**src/tts_pkg.sv**
```systemverilog
package tts_pkg;
  // register byte offsets
  localparam logic [7:0] ADDR_TEMP = 8'h00;
  localparam logic [7:0] ADDR_CFG  = 8'h04;
  localparam logic [7:0] ADDR_HYST = 8'h08;
  localparam logic [7:0] ADDR_TOS  = 8'h0C;
  localparam logic [7:0] ADDR_CMD  = 8'h10;
  // field positions
  localparam int CMD_COPY_BIT = 0;
  localparam int CFG_NVB_BIT  = 7;
  // reset values, masks and bus response codes
  localparam logic [6:0]  CFG_RST  = 7'h00;
  localparam logic [15:0] TOS_RST  = 16'h5000;
  localparam logic [15:0] HYST_RST = 16'h4B00;
  localparam logic [15:0] RES9_MASK = 16'hFF80;
  localparam logic [7:0]  LSB_MASK  = 8'hF0;
  localparam logic [1:0]  RESP_OKAY   = 2'h0;
  localparam logic [1:0]  RESP_SLVERR = 2'h2;
  // timing
  localparam int CLK_MHZ     = 250;
  localparam int CONV_9B_MS  = 25;
  localparam int CONV_9B_CYC = CONV_9B_MS * CLK_MHZ * 1000;

  typedef struct packed {
    logic [1:0] res;
    logic [1:0] ft;
    logic       alarm_active_level;
    logic       mode;
    logic       sd;
  } tts_cfg_t;

  typedef enum logic [2:0] {
    ST_START = 3'h1,
    ST_CONV  = 3'h2,
    ST_SHUT  = 3'h4
  } tts_state_t;

  function automatic logic [15:0] tts_res_mask(input logic [1:0] res);
    return 16'($signed(RES9_MASK) >>> res);
  endfunction

  function automatic logic [2:0] tts_need(input logic [1:0] ft);
    case (ft)
      2'h0:    return 3'h1;
      2'h1:    return 3'h2;
      2'h2:    return 3'h4;
      default: return 3'h6;
    endcase
  endfunction
endpackage

```
**src/tts_conv_timer.sv**
```systemverilog
`timescale 1ns/10ps
module tts_conv_timer import tts_pkg::*; #(
  parameter int BASE_CYC = CONV_9B_CYC
) (
  input  wire logic       clk,
  input  wire logic       rstn,
  input  wire logic       ce,
  input  wire logic       start,
  input  wire logic [1:0] res,
  output logic            done
);
  localparam int CW = $clog2(BASE_CYC * 8 + 1);
  if (BASE_CYC < 1) begin : g_chk
    $error("conversion base count must be at least one");
  end

  typedef struct packed {
    logic          busy;
    logic          done;
    logic [1:0]    res;
    logic [CW-1:0] cnt;
  } tts_tmr_t;
  tts_tmr_t q_r, q_nxt;

  always_comb begin
    q_nxt = q_r;
    q_nxt.done = 1'b0;
    if (start) begin
      q_nxt.busy = 1'b1;
      q_nxt.res  = res;
      q_nxt.cnt  = CW'((CW'(BASE_CYC) << res) - CW'(1));
    end else if (q_r.busy) begin
      if (q_r.cnt == '0) begin
        q_nxt.busy = 1'b0;
        q_nxt.done = 1'b1;
      end else begin
        q_nxt.cnt = q_r.cnt - CW'(1);
      end
    end
  end

  always_ff @(posedge clk) begin
    if (!rstn) begin
      q_r <= '0;
    end else if (ce) begin
      q_r <= q_nxt;
    end
  end
  assign done = q_r.done;

  // busy-cycle tally, read only by the check below
  logic [CW-1:0] len_r;
  always_ff @(posedge clk) begin
    if (!rstn || (ce && start)) begin
      len_r <= '0;
    end else if (ce && q_r.busy) begin
      len_r <= len_r + CW'(1);
    end
  end

  a_conv_len: assert property (@(posedge clk) disable iff (!rstn)
    q_r.done |-> len_r == CW'(CW'(BASE_CYC) << q_r.res))
    else $error("conversion length does not match resolution");
endmodule

```
**src/tts_limit_cmp.sv**
```systemverilog
`timescale 1ns/10ps
module tts_limit_cmp import tts_pkg::*; (
  input  wire logic [15:0] result,
  input  wire logic [15:0] tos,
  input  wire logic [15:0] hyst,
  input  wire logic [1:0]  res,
  output logic             above,
  output logic             below
);
  logic [15:0] m;
  // limits cut to the active resolution before comparing
  assign m     = tts_res_mask(res);
  assign above = $signed(result & m) > $signed(tos & m);
  assign below = $signed(result & m) < $signed(hyst & m);
endmodule

```
**src/tts_top.sv**
```systemverilog
// Added by the designer: the register offsets and register access over AXI4-Lite.
`timescale 1ns/10ps
// Operation
// - resolutions 9..12 bits, 0.5 to 0.0625 step
// - reset resolution is 9 bits
// - conversion time doubles per extra bit
// - each result stored as 16-bit two's complement
// - top result bit is the sign
// - result readable anytime, conversion undisturbed
// - result bits 3..0 always zero
// - data left-justified, unused low bits zero
// - result and limits share one format
// - shutdown finishes conversion, stores, then stands by
// - shutdown entry clears interrupt alarm only
// - bus works in shutdown; clearing resumes
// - start in shutdown: one measurement first
// - limits held in shadow, copy command commits
// - defaults: comparator, active low, 80, 75, one
// - consecutive out-of-limit count 1,2,4,6
// - compare with resolution-truncated limits
// - polarity bit sets alarm level, low default
// - comparator: set over limit, release below hyst
// - interrupt: set over limit, clear by read/shutdown
// - interrupt events alternate over and under
// - limits usable as plain storage
// - resolution codes map to 25..200 ms
// - fault codes map to 1,2,4,6
// - mode bit zero comparator, one interrupt
module tts_top import tts_pkg::*; #(
  parameter int       AW       = 8,
  parameter int       BASE_CYC = CONV_9B_CYC,
  parameter tts_cfg_t PWRUP_CFG = tts_cfg_t'(CFG_RST)
) (
  input  wire logic          clk,
  input  wire logic          rstn,
  input  wire logic          ce,
  input  wire logic [AW-1:0] awaddr,
  input  wire logic          awvalid,
  output logic               awready,
  input  wire logic [31:0]   wdata,
  input  wire logic [3:0]    wstrb,
  input  wire logic          wvalid,
  output logic               wready,
  output logic [1:0]         bresp,
  output logic               bvalid,
  input  wire logic          bready,
  input  wire logic [AW-1:0] araddr,
  input  wire logic          arvalid,
  output logic               arready,
  output logic [31:0]        rdata,
  output logic [1:0]         rresp,
  output logic               rvalid,
  input  wire logic          rready,
  input  wire logic [11:0]   conv_data,
  output logic               conv_start,
  input  wire logic          nv_busy,
  output logic               nv_copy,
  output logic               standby,
  output logic               alarm_o,
  output logic               alarm_oe
);
  if (AW < 5) begin : g_chk
    $error("address width too small for the register map");
  end

  typedef struct packed {
    tts_state_t      st;
    tts_cfg_t        cfg;
    logic [15:0]     tos;
    logic [15:0]     hyst;
    logic [15:0]     temp;
    logic            alarm;
    logic            low_phase;
    logic [2:0]      fcnt;
    logic            aw_got;
    logic            w_got;
    logic [AW-1:0]   waddr;
    logic [31:0]     wdat;
    logic [3:0]      wstb;
    logic            awready;
    logic            wready;
    logic            bvalid;
    logic [1:0]      bresp;
    logic            arready;
    logic            rvalid;
    logic [31:0]     rdata;
    logic [1:0]      rresp;
    logic            start;
    logic            copy;
    logic            os_oe;
  } tts_main_t;
  tts_main_t q_r, q_nxt;

  logic        tmr_done;
  logic        above;
  logic        below;
  logic        conv_end;
  logic        rd_go;
  logic        wr_go;
  logic        hit;
  logic [15:0] fmt;

  // sample is left-justified, low nibble and unused bits zero
  assign fmt = {conv_data, 4'h0} & tts_res_mask(q_r.cfg.res);

  tts_conv_timer #(
    .BASE_CYC (BASE_CYC)
  ) u_timer (
    .clk   (clk),
    .rstn  (rstn),
    .ce    (ce),
    .start (q_r.start),
    .res   (q_r.cfg.res),
    .done  (tmr_done)
  );

  tts_limit_cmp u_cmp (
    .result (fmt),
    .tos    (q_r.tos),
    .hyst   (q_r.hyst),
    .res    (q_r.cfg.res),
    .above  (above),
    .below  (below)
  );

  assign conv_end = tmr_done && (q_r.st == ST_CONV);
  assign rd_go    = arvalid && q_r.arready;
  assign wr_go    = q_r.aw_got && q_r.w_got && !q_r.bvalid;
  // which event the counter is hunting for
  always_comb begin
    if (q_r.cfg.mode) begin
      hit = q_r.low_phase ? below : above;
    end else begin
      hit = above;
    end
  end

  always_comb begin
    q_nxt = q_r;
    q_nxt.start = 1'b0;
    q_nxt.copy  = 1'b0;
    // write channels are taken in either order
    if (awvalid && q_r.awready) begin
      q_nxt.aw_got = 1'b1;
      q_nxt.waddr  = awaddr;
    end
    if (wvalid && q_r.wready) begin
      q_nxt.w_got = 1'b1;
      q_nxt.wdat  = wdata;
      q_nxt.wstb  = wstrb;
    end
    if (q_r.bvalid && bready) begin
      q_nxt.bvalid = 1'b0;
    end
    if (wr_go) begin
      q_nxt.aw_got = 1'b0;
      q_nxt.w_got  = 1'b0;
      q_nxt.bvalid = 1'b1;
      q_nxt.bresp  = RESP_OKAY;
      case (8'(q_r.waddr))
        ADDR_TEMP: ;
        ADDR_CFG: begin
          if (q_r.wstb[0]) begin
            q_nxt.cfg = tts_cfg_t'(q_r.wdat[6:0]);
          end
        end
        ADDR_HYST: begin
          // trip points are plain storage as well
          if (q_r.wstb[0]) begin
            q_nxt.hyst[7:0] = q_r.wdat[7:0] & LSB_MASK;
          end
          if (q_r.wstb[1]) begin
            q_nxt.hyst[15:8] = q_r.wdat[15:8];
          end
        end
        ADDR_TOS: begin
          if (q_r.wstb[0]) begin
            q_nxt.tos[7:0] = q_r.wdat[7:0] & LSB_MASK;
          end
          if (q_r.wstb[1]) begin
            q_nxt.tos[15:8] = q_r.wdat[15:8];
          end
        end
        ADDR_CMD: begin
          // limits live in the shadow; the commit is done outside
          q_nxt.copy = q_r.wstb[0] && q_r.wdat[CMD_COPY_BIT];
        end
        default: q_nxt.bresp = RESP_SLVERR;
      endcase
    end
    // read path; a result read never touches the converter
    if (q_r.rvalid && rready) begin
      q_nxt.rvalid = 1'b0;
    end
    if (rd_go) begin
      q_nxt.rvalid = 1'b1;
      q_nxt.rresp  = RESP_OKAY;
      q_nxt.rdata  = 32'h0;
      case (8'(araddr))
        ADDR_TEMP: q_nxt.rdata[15:0] = q_r.temp;
        ADDR_CFG: begin
          q_nxt.rdata[6:0]         = q_r.cfg;
          q_nxt.rdata[CFG_NVB_BIT] = nv_busy;
        end
        ADDR_HYST: q_nxt.rdata[15:0] = q_r.hyst;
        ADDR_TOS:  q_nxt.rdata[15:0] = q_r.tos;
        ADDR_CMD:  ;
        default:   q_nxt.rresp = RESP_SLVERR;
      endcase
      if (q_r.cfg.mode) begin
        q_nxt.alarm = 1'b0;
      end
    end
    // conversion sequencing
    case (q_r.st)
      ST_START: begin
        q_nxt.start = 1'b1;
        q_nxt.st    = ST_CONV;
      end
      ST_CONV: begin
        if (tmr_done) begin
          q_nxt.temp = fmt;
          // a new event beats a same-cycle read clear
          if (q_r.cfg.mode || !q_r.alarm) begin
            if (hit && !q_r.alarm) begin
              if (3'(q_r.fcnt + 3'h1) >= tts_need(q_r.cfg.ft)) begin
                q_nxt.alarm     = 1'b1;
                q_nxt.fcnt      = 3'h0;
                q_nxt.low_phase = q_r.cfg.mode && !q_r.low_phase;
              end else begin
                q_nxt.fcnt = 3'(q_r.fcnt + 3'h1);
              end
            end else begin
              q_nxt.fcnt = 3'h0;
            end
          end else if (below) begin
            q_nxt.alarm = 1'b0;
            q_nxt.fcnt  = 3'h0;
          end
          if (q_r.cfg.sd) begin
            q_nxt.st = ST_SHUT;
            if (q_r.cfg.mode) begin
              // entering shutdown clears, even over a fresh event
              q_nxt.alarm = 1'b0;
              q_nxt.fcnt  = 3'h0;
            end
          end else begin
            q_nxt.st = ST_START;
          end
        end
      end
      ST_SHUT: begin
        if (!q_r.cfg.sd) begin
          q_nxt.st = ST_START;
        end
      end
      default: q_nxt.st = ST_START;
    endcase
    q_nxt.awready = !q_nxt.aw_got && !q_nxt.bvalid;
    q_nxt.wready  = !q_nxt.w_got && !q_nxt.bvalid;
    q_nxt.arready = !q_nxt.rvalid;
    // open drain: pull the pin low while its level must be low
    q_nxt.os_oe = q_nxt.alarm ^ q_nxt.cfg.alarm_active_level;
  end

  always_ff @(posedge clk) begin
    if (!rstn) begin
      q_r           <= '0;
      q_r.st        <= ST_START;
      q_r.cfg       <= PWRUP_CFG;
      q_r.tos       <= TOS_RST;
      q_r.hyst      <= HYST_RST;
      q_r.os_oe     <= PWRUP_CFG.alarm_active_level;
      q_r.awready   <= 1'b1;
      q_r.wready    <= 1'b1;
      q_r.arready   <= 1'b1;
    end else if (ce) begin
      q_r <= q_nxt;
    end
  end

  assign awready    = q_r.awready;
  assign wready     = q_r.wready;
  assign bvalid     = q_r.bvalid;
  assign bresp      = q_r.bresp;
  assign arready    = q_r.arready;
  assign rvalid     = q_r.rvalid;
  assign rdata      = q_r.rdata;
  assign rresp      = q_r.rresp;
  assign conv_start = q_r.start;
  assign nv_copy    = q_r.copy;
  assign standby    = q_r.st[2];
  assign alarm_o    = 1'b0;
  assign alarm_oe   = q_r.os_oe;

  a_reset_dflt: assert property (@(posedge clk) disable iff (!rstn)
    !$past(rstn) |-> q_r.tos == TOS_RST && q_r.hyst == HYST_RST && q_r.st == ST_START)
    else $error("power-up values wrong");

  a_temp_format: assert property (@(posedge clk) disable iff (!rstn)
    ce && conv_end |=> q_r.temp == $past(fmt) && q_r.temp[3:0] == 4'h0
      && (q_r.temp & ~tts_res_mask($past(q_r.cfg.res))) == 16'h0)
    else $error("result not stored left-justified");

  a_pin_level: assert property (@(posedge clk) disable iff (!rstn)
    alarm_oe == (q_r.alarm ^ q_r.cfg.alarm_active_level) && alarm_o == 1'b0)
    else $error("alarm pin level does not follow polarity");

  a_shut_intclr: assert property (@(posedge clk) disable iff (!rstn)
    ce && conv_end && q_r.cfg.sd && q_r.cfg.mode |=> !q_r.alarm && q_r.st == ST_SHUT)
    else $error("interrupt alarm not cleared on shutdown");

  a_shut_cmphold: assert property (@(posedge clk) disable iff (!rstn)
    ce && conv_end && q_r.cfg.sd && !q_r.cfg.mode && !below |=> $stable(q_r.alarm))
    else $error("comparator alarm disturbed by shutdown");

  a_rd_clear: assert property (@(posedge clk) disable iff (!rstn)
    ce && rd_go && q_r.cfg.mode && !conv_end |=> !q_r.alarm)
    else $error("register read did not clear interrupt alarm");

  a_hyst_release: assert property (@(posedge clk) disable iff (!rstn)
    ce && conv_end && !q_r.cfg.mode && q_r.alarm && below |=> !q_r.alarm)
    else $error("comparator alarm not released below hysteresis");

  a_fault_one: assert property (@(posedge clk) disable iff (!rstn)
    ce && conv_end && !q_r.cfg.mode && !q_r.alarm && above && q_r.cfg.ft == 2'h0
      |=> q_r.alarm)
    else $error("single fault did not trigger alarm");

  a_sd_resume: assert property (@(posedge clk) disable iff (!rstn)
    ce && q_r.st == ST_SHUT && !q_r.cfg.sd |=> q_r.st == ST_START)
    else $error("clearing shutdown did not resume");

  a_bus_order: assert property (@(posedge clk) disable iff (!rstn)
    ce && rd_go && q_r.st == ST_CONV && !tmr_done |=> rvalid && q_r.st == ST_CONV)
    else $error("read answer missing");
endmodule

```
**config.mk**
```make
export PLATFORM = sky130hd
export DESIGN_NAME = tts_top
export DESIGN_NICKNAME = d
export VERILOG_FILES = /design/src/tts_pkg.sv /design/src/tts_conv_timer.sv /design/src/tts_limit_cmp.sv /design/src/tts_top.sv
export SDC_FILE = /design/constraint.sdc
export NUM_CORES = 1
export LEC_CHECK = 0
export ABC_AREA = 1
export BUFFER_PORTS_ARGS = -buffer_cell sky130_fd_sc_hd__buf_2
export CAP_MARGIN = 20
export CORE_UTILIZATION = 55
export DETAILED_ROUTE_END_ITERATION = 8
export GPL_ROUTABILITY_DRIVEN = 0
export PLACE_DENSITY_LB_ADDON = 0.1
export SLEW_MARGIN = 15
export SYNTH_ARGS = -nofsm -noshare
export SYNTH_HDL_FRONTEND = slang
export SYNTH_SLANG_ARGS = --single-unit
```
**constraint.sdc**
```tcl
create_clock -name clk -period 2 [get_ports clk]
set_input_delay 0 -clock clk [delete_from_list [all_inputs] [get_ports clk]]
set_output_delay 0 -clock clk [all_outputs]
set_load 0.05 [all_outputs]
```
==> results of run 1 <==
[cells in the mapped netlist, types with 8 or more instances]
cell type,instances
nand4_1,13
nand3_1,34
nand2_2,8
inv_1,137
nor2_1,79
a21oi_1,124
clkbuf_1,26
buf_4,38
o21ai_0,95
nor3_1,12
nand2_1,132
a211oi_1,10
xor2_1,13
ha_1,27
dfxtp_1,133
o22ai_1,12
[power groups by stage]
| stage | combinational (uW) | sequential, uW | clock, uW |
|---|---|---|---|
| after floorplan | 852 | 2920 | 0 |
| after global placement | 1150 | 2910 | 0 |
| after CTS | 1240 | 2860 | 3420 |
| after detailed placement | 1160 | 2910 | 0 |
| after global routing | 1510 | 2870 | 3570 |
| final | 1360 | 2860 | 3400 |
[critical path, delay by kind of cell, from the launching register on]
family	cells	cell delay, ps
buffers and inverters	3	240
AND/OR/NAND/NOR	11	1070
adder cells (fa/ha/maj)	1	340
flip-flops	1	310
[path summary, 6_finish.rpt]
kind,end,slack (ps),cells after the start
worst max-delay path,alarm_oe$_SDFFE_PN0P_,-60,15
worst min-delay path,conv_start$_SDFFE_PN0P_,40,2
worst max register to register,alarm_oe$_SDFFE_PN0P_,-60,15
worst min register to register,q_r[80]$_SDFFE_PN0P_,450,2
[metrics by stage]
stage	TNS, ps	cells	hold slack, ps	instance area, um^2	utilization (%)
2_1_floorplan	0	991	165	7110	-
3_3_place_gp	0	1212	279	7630	62.2
3_5_place_dp	0	1212	283	7630	62.2
4_1_cts	0	1290	1.51	8740	71.3
5_1_grt	-1040	1297	41.2	8980	73.2
6_report	-59.0	1297	36.4	8980	73.2
[timing repair]
action,in CTS,in global routing
setup buffers,0,7
gates resized for setup,0,48
hold buffers,46,0
setup endpoints to repair,0,31
hold endpoints to repair,44,0
[cell families after synthesis]
kind of cell | Yosys count | synth area share (%)
buffers and inverters | 218 | 14.1
XOR/XNOR | 15 | 1.87
AO/OA/AOI/OAI | 271 | 21.3
adder cells (fa/ha/maj) | 27 | 4.80
flip-flops | 133 | 37.8
AND/OR/NAND/NOR | 308 | 20.1
other | 1 | 0.0532
[registers in the layout, indices dropped and copies added, names as in the netlist]
| name | cells |
|---|---|
| alarm_oe | 1 |
| q_r | 78 |
| bvalid | 1 |
| rresp | 1 |
| wready | 1 |
| nv_copy | 1 |
| u_timer.done | 1 |
| u_timer.q_r | 27 |
| rdata | 16 |
| arready | 1 |
| standby | 1 |
| awready | 1 |
| bresp | 1 |
| conv_start | 1 |
| rvalid | 1 |
[area by class of cell]
type | count | area, um^2
Clock buffer | 21 | 480
Clock inverter | 11 | 173
Fill cell | 962 | 3280
Inverter | 145 | 549
Multi-Input combinational cell | 640 | 3620
Sequential cell | 133 | 2670
Tap cell | 168 | 210
Timing Repair Buffer | 179 | 1270
[routing by layer]
metal | vias up | GRT usage (%) | share of wire (%)
met5 | - | 0 | 0
met4 | 0 | 6.93 | 1.2
met3 | 29 | 5.90 | 8.1
met2 | 351 | 44.7 | 44
met1 | 3171 | 41.1 | 46
li1 | 3459 | - | -
==> results.tsv, run 1 <==
metric	value	unit
status	finished, violations left	
violations	setup timing	
cellPowerDensity	849	nW/um^2
critical_path_class	reg -> reg	
die_h	115	um
wl_per_cell	14.8	um
tritoncts	built	
critPathRequiredTime	2320	ps
setup_viol	1	
insertion_delay	420	ps
io_pins	119	
cts_htree_levels	4	
avgViaCountPerCell	5.40	
area_growth	27.5	%
die_area	13300	um^2
leakagePower	0.00390	uW
yosys.area.top_type_share	37.8	%
swShare	27.6	%
startpoint_type	flop	
initial_core_util	57.4	%
tightest_slew	729	ps
vdd_ir_drop_max	0.532	mV
wirelength	19200	um
grt_usage	28.9	%
r2r-start	q_r[142]$_SDFFE_PN0P_	
hold_viol_final	0	
pwr-share-seq	37.5	%
synth-edff-count	0	
p_int	5520	uW
synth-seq-cells	133	
crit_path_end_kind	flop	
cts_buffers	17	
netlist_area	7040	um^2
layout-drive-gt1-share	21.7	%
slowest_delay	340	ps
synth.distinct_cells	51	
drv_cap	0	
num_vias	7010	
worstHoldStart	ce	
crit_start	q_r[142]$_SDFFE_PN0P_	
antenna_cells	0	
fin_nets	1216	
first_global_vias	6089	
fin_skew	9.61	ps
crit_chain	inv_1, ha_1, nand2_1, inv_1, nand4_1, nor3_1, nor2_1, nand3_2, nand2_4, nand3_2, nand2_2, nand3_2, nand2_1, inv_1, nor2_2	
crit_path_max_fanout	5	
drtPass1Iterations	5	
rsz0062_at_grt	true	
max_freq	486	MHz
remaining_drc_errors	0	
clkTransAtPathRegs	60	ps
cp.arrival	2380	ps
hp-class	in -> reg	
row_count	40	
fin_ws	-59.0	ps
slowest_stage	ha_1	
core	12300	um^2
grt_max_degree	80	
min_period	2060	ps
grt_pass1_wl	29700	um
synth_area_leader_cell	dfxtp_1	
postRouteAntennaNets	0	
relSlewSlack	51.4	%
yosysWarnings	0	
period_share	103	%
avgSynthCellArea	7.24	um^2
synth.area.top_cells	dfxtp_1, a21oi_1, inv_1	
port_buffers	81	
postSynthCellCount	973	
synthFlopType	dfxtp_1	
preCtsSetupSlack	12.9	ps
seq_area_frac_synth	37.8	%
total_power	7620	uW
die_width	115	um
finalMaxSlewViolations	0	
overflow	0	
antenna_found_initial	0	
clockRootBuffer	clkbuf_16	
comb_power_share	17.9	%
async_flop_share	0	%
final_common_cell	inv_1	
clock_path_buffers	2	
clockPowerShare	44.6	%
p_switching	2100	uW
final_cell_mix	inv_1, dfxtp_1, nand2_1	
drtIter0Drc	688	
place_hpwl	12300	um
cts_sinks	133	
Power figures use the tool's default switching activity.
==> inputs of run 2 (changes only) <==
--- a/config.mk
+++ b/config.mk
@@ -5,7 +5,6 @@
 export SDC_FILE = /design/constraint.sdc
 export NUM_CORES = 1
 export LEC_CHECK = 0
-export ABC_AREA = 1
 export BUFFER_PORTS_ARGS = -buffer_cell sky130_fd_sc_hd__buf_2
 export CAP_MARGIN = 20
 export CORE_UTILIZATION = 55
==> run 2 against run 1 <==
Net effect: the run still ends with setup timing left; clock power up 8.2%; final area up 12%; synthesized cell count down 10%; register-to-register slack worse by 250 ps; sequential share of layout area down 3.1 points; setup slack worse by 250 ps; synthesized area up 2.6%; clock-buffer cell count down 1; sequential cell count unchanged; combinational power up 42%; global-route usage up 1.7 points; final cell count down 4.2%.
==> results.tsv, run 2 <==
metric	value	unit
layout-drive-gt1-share	32.6	%
wirelength	22100	um
initial_core_util	56.8	%
period_share	115	%
yosys.area.top_type_share	36.9	%
violations	setup timing	
largest_register	q_r	
synth.area.top_cells	dfxtp_1, nand2_1, a21boi_0	
yosysMostFrequentCell	nand2_1	
setup_viol	33	
fin_skew	5.23	ps
crit_path_end_kind	flop	
fin_nets	1158	
grt_pass1_wl	32100	um
cts_sinks	133	
largest_register_ffs	78	
synthFlopType	dfxtp_1	
fin_ws	-304	ps
nFillCells	836	
drtPass1Iterations	7	
startpoint_type	flop	
clkTransAtPathRegs	60	ps
synth-edff-count	0	
critPathRequiredTime	2350	ps
dp.cells	1148	
finalMaxSlewViolations	0	
synth.distinct_cells	73	
antenna_cells	0	
final_common_cell	nand2_1	
final_cells	1243	
grt_max_degree	56	
overflow	0	
crit_path_max_fanout	3	
setup_tns	-5440	ps
io_pins	119	
port_buffers	81	
min_period	2300	ps
clockRootBuffer	clkbuf_16	
cp.arrival	2650	ps
postSynthCellCount	872	
netlist_area	7220	um^2
avgViaCountPerCell	5.77	
max_freq	434	MHz
hold_viol_final	0	
tightest_slew	728	ps
wl_per_cell	17.8	um
first_global_vias	6661	
synth-seq-cells	133	
drv_cap	0	
rsz0062_at_grt	true	
vdd_ir_drop_max	0.567	mV
final_cell_mix	nand2_1, dfxtp_1, buf_4	
row_count	41	
core	12700	um^2
yosys-top-cells-count	nand2_1, dfxtp_1, a21boi_0	
cts_htree_levels	4	
leakagePower	0.00421	uW
clock_path_buffers	2	
status	finished, violations left	
cts_buffers	17	
remaining_drc_errors	0	
hp-class	in -> reg	
die_width	117	um
r2r_setup_slack	-300	ps
cellPowerDensity	837	nW/um^2
area_growth	39.7	%
post-route-util	79.3	%
grt_usage	30.6	%
die_h	117	um
place_hpwl	13500	um
avgSynthCellArea	8.28	um^2
drtIter0Drc	643	
insertion_delay	420	ps
critical_path_class	reg -> reg	
num_vias	7178	
die_area	13600	um^2
synth_area_leader_cell	dfxtp_1	
async_flop_share	0	%
seq_area_frac_synth	36.9	%
postRouteAntennaNets	0	
yosysWarnings	0	
tritoncts	built	
antenna_found_initial	0	
relSlewSlack	51.3	%
run 2: per-stage QoR:
step,cell area (um^2),setup WS [ps],hold WS [ps],total power [uW]
after global routing,10100,-340,51.6,8700
after global placement,8180,-196,249,4200
after detailed placement,8180,-240,258,4240
after CTS,9660,-163,7.50,8130
after floorplan,7380,-62.8,145,3780
final,10100,-304,17.3,8450
run 2: final cells by class:
type	count	area [um^2]	area share [%]
multi-input combinational	636	4600	45.6
sequential	133	2690	26.7
timing repair buffer	229	1730	17.1
clock buffer	20	447	4.43
clock inverter	12	249	2.47
tap	172	215	2.13
inverter	41	154	1.53
run 2: where the power goes:
part	internal, uW	switching (uW)	leakage [uW]
Sequential	2740	94.4	0.00108
Clock	2500	1180	0.000335
Combinational	854	1080	0.00279
Total	6100	2350	0.00421
run 2: path summary, 6_finish.rpt:
kind | start | end | cells past startpoint
worst max register to register | q_r[124]$_SDFFE_PN0P_ | q_r[90]$_SDFFE_PN0P_ | 11
worst min-delay path | ce | arready$_SDFFE_PN1P_ | 3
worst min register to register | rdata[5]$_SDFFE_PN0P_ | rdata[5]$_SDFFE_PN0P_ | 2
worst max-delay path | q_r[124]$_SDFFE_PN0P_ | q_r[90]$_SDFFE_PN0P_ | 11
run 2: per-layer routing:
metal  global-route usage [%]  share of wire (%)
met1                     38.1                 41
met2                     51.5                 49
met3                     6.69                7.1
met4                     12.2                3.6
met5                        0                  0
run 2: logic make-up (layout without fill, tap and decap cells):
kind of cell | count (synthesis) | after routing | synth area share (%)
other | 1 | 19 | 0.0519
flip-flops | 133 | 133 | 36.9
AND/OR/NAND/NOR | 338 | 339 | 23.5
multiplexers | 35 | 35 | 5.54
buffers and inverters | 122 | 302 | 8.68
AO/OA/AOI/OAI | 205 | 205 | 19.4
adder cells (fa/ha/maj) | 27 | 27 | 4.68
XOR/XNOR | 11 | 11 | 1.33
run 2: timing repair:
| action | in CTS | in global routing |
|---|---|---|
| endpoints found under the hold margin | 48 | 0 |
| endpoints found under the setup margin | 33 | 57 |
| pin swaps | 29 | 43 |
| setup buffers | 2 | 12 |
| cloned | 3 | 0 |
| gates resized for setup | 67 | 80 |
| hold buffers | 46 | 0 |
run 2: worst max-delay path, cell delays in order (launching register included):
cell and delay, ps:
dfxtp_2 340, inv_2 70, ha_4 300, nand4_1 170
buf_4 200, nor3_4 150, nor3_1 80, a21bo_2 250
o31a_1 280, buf_4 150, nand3b_1 150, o21ai_1 100
